File: src/common/bsau_pkg.sv
// constants and types shared by the decimal sum adjust unit
package bsau_pkg;
    localparam logic [7:0] BSAU_OPCODE      = 8'h37;
    localparam int         BSAU_EXEC_CLKS   = 8;
    localparam logic [2:0] BSAU_LAST_COUNT  = 3'(BSAU_EXEC_CLKS - 1);
    localparam logic [3:0] BSAU_DIGIT_MAX   = 4'h9;
    localparam logic [3:0] BSAU_DIGIT_FIX   = 4'h6;
    localparam logic [7:0] BSAU_NIBBLE_MASK = 8'h0f;
    localparam logic [7:0] BSAU_HIGH_STEP   = 8'h01;
    localparam logic [7:0] BSAU_BYTE_RESET  = 8'h00;
    localparam logic [2:0] BSAU_COUNT_ZERO  = 3'h0;
    localparam logic [2:0] BSAU_COUNT_STEP  = 3'h1;

    typedef enum logic [1:0] {
        BSAU_IDLE = 2'b00,
        BSAU_BUSY = 2'b01,
        BSAU_DONE = 2'b10
    } bsau_state_t;
endpackage : bsau_pkg

File: src/design/bcd_sum_adjust_unit.sv
// decimal adjust after byte addition, sequenced over eight clocks
`timescale 1ns/1ps
`default_nettype none
module bcd_sum_adjust_unit
    import bsau_pkg::*;
(
    // clock, reset, enable
    input  wire logic       mclk_i,
    input  wire logic       reset_i,
    input  wire logic       clk_en_i,
    // request from the sequencer
    input  wire logic       start_i,
    input  wire logic [7:0] opcode_i,
    input  wire logic [7:0] accum_low_byte_i,
    input  wire logic [7:0] accum_high_byte_i,
    input  wire logic       carry_flag_i,
    input  wire logic       aux_carry_flag_i,
    // answer
    output logic            busy_o,
    output logic            done_o,
    output logic      [7:0] accum_low_byte_o,
    output logic      [7:0] accum_high_byte_o,
    output logic            carry_flag_o,
    output logic            aux_carry_flag_o
);
    bsau_state_t state;
    bsau_state_t next_state;
    logic [2:0]  count;
    logic [7:0]  low_in;
    logic [7:0]  high_in;
    logic        aux_in;
    logic [7:0]  low_fix;
    logic [7:0]  high_fix;
    logic        dec_carry;
    logic        accept;

    // =========================================================
    // request decode
    assign accept = clk_en_i && start_i && (state == BSAU_IDLE)
                 && (opcode_i == BSAU_OPCODE);
    assign busy_o = (state == BSAU_BUSY);
    assign done_o = (state == BSAU_DONE);

    bsau_digit_fix u_fix (
        .accum_low_byte_i  (low_in),
        .accum_high_byte_i (high_in),
        .aux_carry_flag_i  (aux_in),
        .low_result_o      (low_fix),
        .high_result_o     (high_fix),
        .decimal_carry_o   (dec_carry)
    );

    // =========================================================
    // sequencer
    always_comb begin
        next_state = state;
        case (state)
            BSAU_IDLE: if (accept) next_state = BSAU_BUSY;
            BSAU_BUSY: if (count == BSAU_LAST_COUNT - BSAU_COUNT_STEP) next_state = BSAU_DONE;
            BSAU_DONE: next_state = BSAU_IDLE;
            default:   next_state = BSAU_IDLE;
        endcase
    end

    always_ff @(posedge mclk_i) begin
        if (reset_i) begin
            state <= BSAU_IDLE;
        end else if (clk_en_i) begin
            state <= next_state;
        end
    end

    always_ff @(posedge mclk_i) begin
        if (reset_i) begin
            count <= BSAU_COUNT_ZERO;
        end else if (clk_en_i) begin
            if (accept) begin
                count <= BSAU_COUNT_ZERO;
            end else if (state == BSAU_BUSY) begin
                count <= count + BSAU_COUNT_STEP;
            end
        end
    end

    // =========================================================
    // operand capture, aux carry flag consumed from the preceding addition
    always_ff @(posedge mclk_i) begin
        if (reset_i) begin
            low_in  <= BSAU_BYTE_RESET;
            high_in <= BSAU_BYTE_RESET;
            aux_in  <= 1'b0;
        end else if (accept) begin
            low_in  <= accum_low_byte_i;
            high_in <= accum_high_byte_i;
            aux_in  <= aux_carry_flag_i;
        end
    end

    // =========================================================
    // results, written on the last busy clock
    always_ff @(posedge mclk_i) begin
        if (reset_i) begin
            accum_low_byte_o  <= BSAU_BYTE_RESET;
            accum_high_byte_o <= BSAU_BYTE_RESET;
            carry_flag_o      <= 1'b0;
            aux_carry_flag_o  <= 1'b0;
        end else if (clk_en_i && state == BSAU_BUSY
                     && count == BSAU_LAST_COUNT - BSAU_COUNT_STEP) begin
            accum_low_byte_o  <= low_fix;
            accum_high_byte_o <= high_fix;
            carry_flag_o      <= dec_carry;
            aux_carry_flag_o  <= dec_carry;
        end
    end
endmodule : bcd_sum_adjust_unit
`default_nettype wire

File: src/design/bsau_digit_fix.sv
// combinational digit correction for the decimal sum adjust
`timescale 1ns/1ps
`default_nettype none
module bsau_digit_fix
    import bsau_pkg::*;
(
    // operands
    input  wire logic [7:0] accum_low_byte_i,
    input  wire logic [7:0] accum_high_byte_i,
    input  wire logic       aux_carry_flag_i,
    // results
    output logic      [7:0] low_result_o,
    output logic      [7:0] high_result_o,
    output logic            decimal_carry_o
);
    logic [3:0] digit;

    assign digit           = accum_low_byte_i[3:0];
    // incoming aux carry is one of the two triggers
    assign decimal_carry_o = (digit > BSAU_DIGIT_MAX) || aux_carry_flag_i;
    // upper nibble is always forced to zero
    assign low_result_o    = decimal_carry_o
                           ? ({4'h0, digit} + {4'h0, BSAU_DIGIT_FIX}) & BSAU_NIBBLE_MASK
                           : {4'h0, digit};
    assign high_result_o   = decimal_carry_o
                           ? accum_high_byte_i + BSAU_HIGH_STEP
                           : accum_high_byte_i;
endmodule : bsau_digit_fix
`default_nettype wire

File: config.mk
export PLATFORM = sky130hd
export DESIGN_NAME = bcd_sum_adjust_unit
export DESIGN_NICKNAME = d
export VERILOG_FILES = /design/src/common/bsau_pkg.sv /design/src/design/bcd_sum_adjust_unit.sv /design/src/design/bsau_digit_fix.sv
export SDC_FILE = /design/constraint.sdc
export NUM_CORES = 1
export LEC_CHECK = 0
export ABC_AREA = 1
export BUFFER_PORTS_ARGS = -buffer_cell sky130_fd_sc_hd__buf_2
export CORE_MARGIN = 4
export CORE_UTILIZATION = 50
export DETAILED_ROUTE_END_ITERATION = 16
export GPL_TIMING_DRIVEN = 0
export PLACE_DENSITY_LB_ADDON = 0.25
export SYNTH_ARGS = -nofsm -noshare
export SYNTH_HDL_FRONTEND = slang
export SYNTH_HIERARCHICAL = 1
export SYNTH_SLANG_ARGS = --single-unit
File: constraint.sdc
create_clock -name mclk_i -period 1.7 [get_ports mclk_i]
set_clock_uncertainty 0.2 [all_clocks]
set_input_delay 0.255 -clock mclk_i [delete_from_list [all_inputs] [get_ports mclk_i]]
set_output_delay 0.255 -clock mclk_i [all_outputs]
set_load 0.005 [all_outputs]
==> impl_results.md <==
* Run status: complete, no violations
* Tot Pwr at 1.356 mW
* Final core utilization at 68.24%
* CTS tree: done
* I/O Buffers at 44
* Worst hold stages at 3
* I/O Pins at 50
* Total clock sinks at 35
* Drt drc at 0
* Final wirelength at 3.819 mm
* Leakage dissipation at 1.015 nW
* DP Area at 2107 µm²
* FF-to-FF path depth at 7
* Total track usage at 18.49%
* # fillers at 323
* Commonest non-fill, non-tap cell in the layout: nor2_1
* Cell with the largest stage delay on the worst path: dfxtp_1
* Multi-input logic area at 922.1 µm²
* Synth Instances at 251
* Starting Density at 53.22%
* Global-route wire length before repair at 6.520 mm
* Die area at 4665 µm²
* Nets at 356
* Crit path max-delay family: buffers and inverters
* CTS root buffer: clkbuf_4
* Commonest cells after routing, fill and taps aside: 48 x nor2_1, 44 x buf_2, 41 x nand2_1
* Post-Layout Inst Area at 2331 µm²
* Minimum clock period after layout at 1554 ps
* Core Box Area at 3416 µm²
* Non-Filler Instances at 369
* Synth Cell Area at 1818 µm²
* Clock Path Buffers at 2
* CP max stage delay at 320 ps
* Min-Delay Path Class: in -> reg
* Crit path kind: reg -> out
* Clk_lat worst skew at 340 ps
* Worst-path cell chain: inv_1, nand2_1, inv_2, buf_2
* DIE HEIGHT at 68.30 µm
* Final antenna-violating net count at 0
* Slew Limit Fails at 0
* Sum of net half-perimeters after detailed placement at 2.763 mm
* Diode count at 0
* Crit-path max FO at 6
* Vias at 1739
* Std cell rows at 21
* DR pass1 iterations at 4
* Die X at 68.30 µm
* Cell total after placement at 344
* Gr ovfl total at 0
* Largest net degree at the start of global routing at 11
* Critical Path Start Type: flop
* Yosys warns at 6
* CTS H-tree lvls at 2
* Via/cell ratio at 4.713
* Final setup viols at 0
* CP Buf/Inv Count at 3
* Kind of end point of the critical path: primary output
* Syn_area_per_cell at 7.243 µm²
* Layout area overhead at 28.22%
* Final period utilization at 91.39%
* Maximum clock rate at 643.6 MHz
* Clock transition at the registers of the reported paths at 100 ps
* Max_cap viols at 0
* Maximum VDD drop at 362.8 µV
* TritonCTS Buffers at 5
* Proportion of layout cells with a drive suffix above 1 at 26.93%
* Vias in the first global route at 1584
* CP required at 1240 ps
* WP data arrival at 1100 ps
* CP Depth at 4
* Initial DRC count at 36
* Hold_ws at 71.81 ps
* FF/Latch Area at 701.9 µm²
* Initial antenna violation count at 0
* Routed len/inst at 10.35 µm
* Power per standard cell area at 581.5 nW/µm²
* Routability Congestion at 0.7687
* Hold Fails Final Rpt at 0
-- worst paths after layout --
check / start / endpoint / slack [ps]
worst max-delay path: state[1] / busy_o / 150
worst min register to register: low_in[0] / low_in[0] / 270
worst max register to register: high_in[1] / accum_high_byte_o[6] / 160
worst min-delay path: clk_en_i / count[0] / 70
-- per-stage QoR --
step           TNS (ps)  setup slack [ps]
6_report              0             146.3
5_1_grt          -8.593            -2.756
4_1_cts               0            0.9108
3_5_place_dp          0             5.266
3_3_place_gp          0             27.21
2_1_floorplan         0             197.4
-- worst min-delay path, cell delays in order --
cell	delay [ps]
buf_2	140
nand4_1	100
a21oi_1	60
-- registers in the layout, indices dropped and copies added, names as in the netlist --
name / count
high_in: 8
count: 3
state: 2
aux_in: 1
accum_low_byte_o: 8
low_in: 4
accum_high_byte_o: 8
aux_carry_flag_o: 1
-- area by class of cell --
| cell class | count | share of cell area (%) |
|---|---|---|
| buffer | 16 | 5.797 |
| clock buffer | 7 | 1.932 |
| multi-input combinational | 182 | 39.56 |
| clock inverter | 1 | 0.2147 |
| tap | 46 | 2.469 |
| inverter | 21 | 3.489 |
| sequential | 35 | 30.11 |
| timing repair buffer | 61 | 16.43 |
-- per-layer routing --
metal | up-vias | global-route usage [%] | wire, µm
li1 | 949 | - | -
met1 | 740 | 20.94 | 1674
met2 | 41 | 32.61 | 1852
met3 | 9 | 4.105 | 219
met4 | 0 | 8.685 | 73
met5 | - | 0 | 0
-- report_power, final --
group / leakage, nW / total [mW] / switching, mW / internal [mW]
combinational: 0.703 / 0.121 / 0.0553 / 0.0653
clock: 0.0293 / 0.415 / 0.254 / 0.161
sequential: 0.282 / 0.820 / 0.000264 / 0.819
-- timing repair --
action / in CTS / in global routing
hold buffers: 14 / 0
endpoints found under the setup margin: 0 / 18
buffers inserted: 0 / 3
resized for setup: 0 / 13
hold endpoints to repair: 13 / 0
Power figures use the tool's default switching activity.
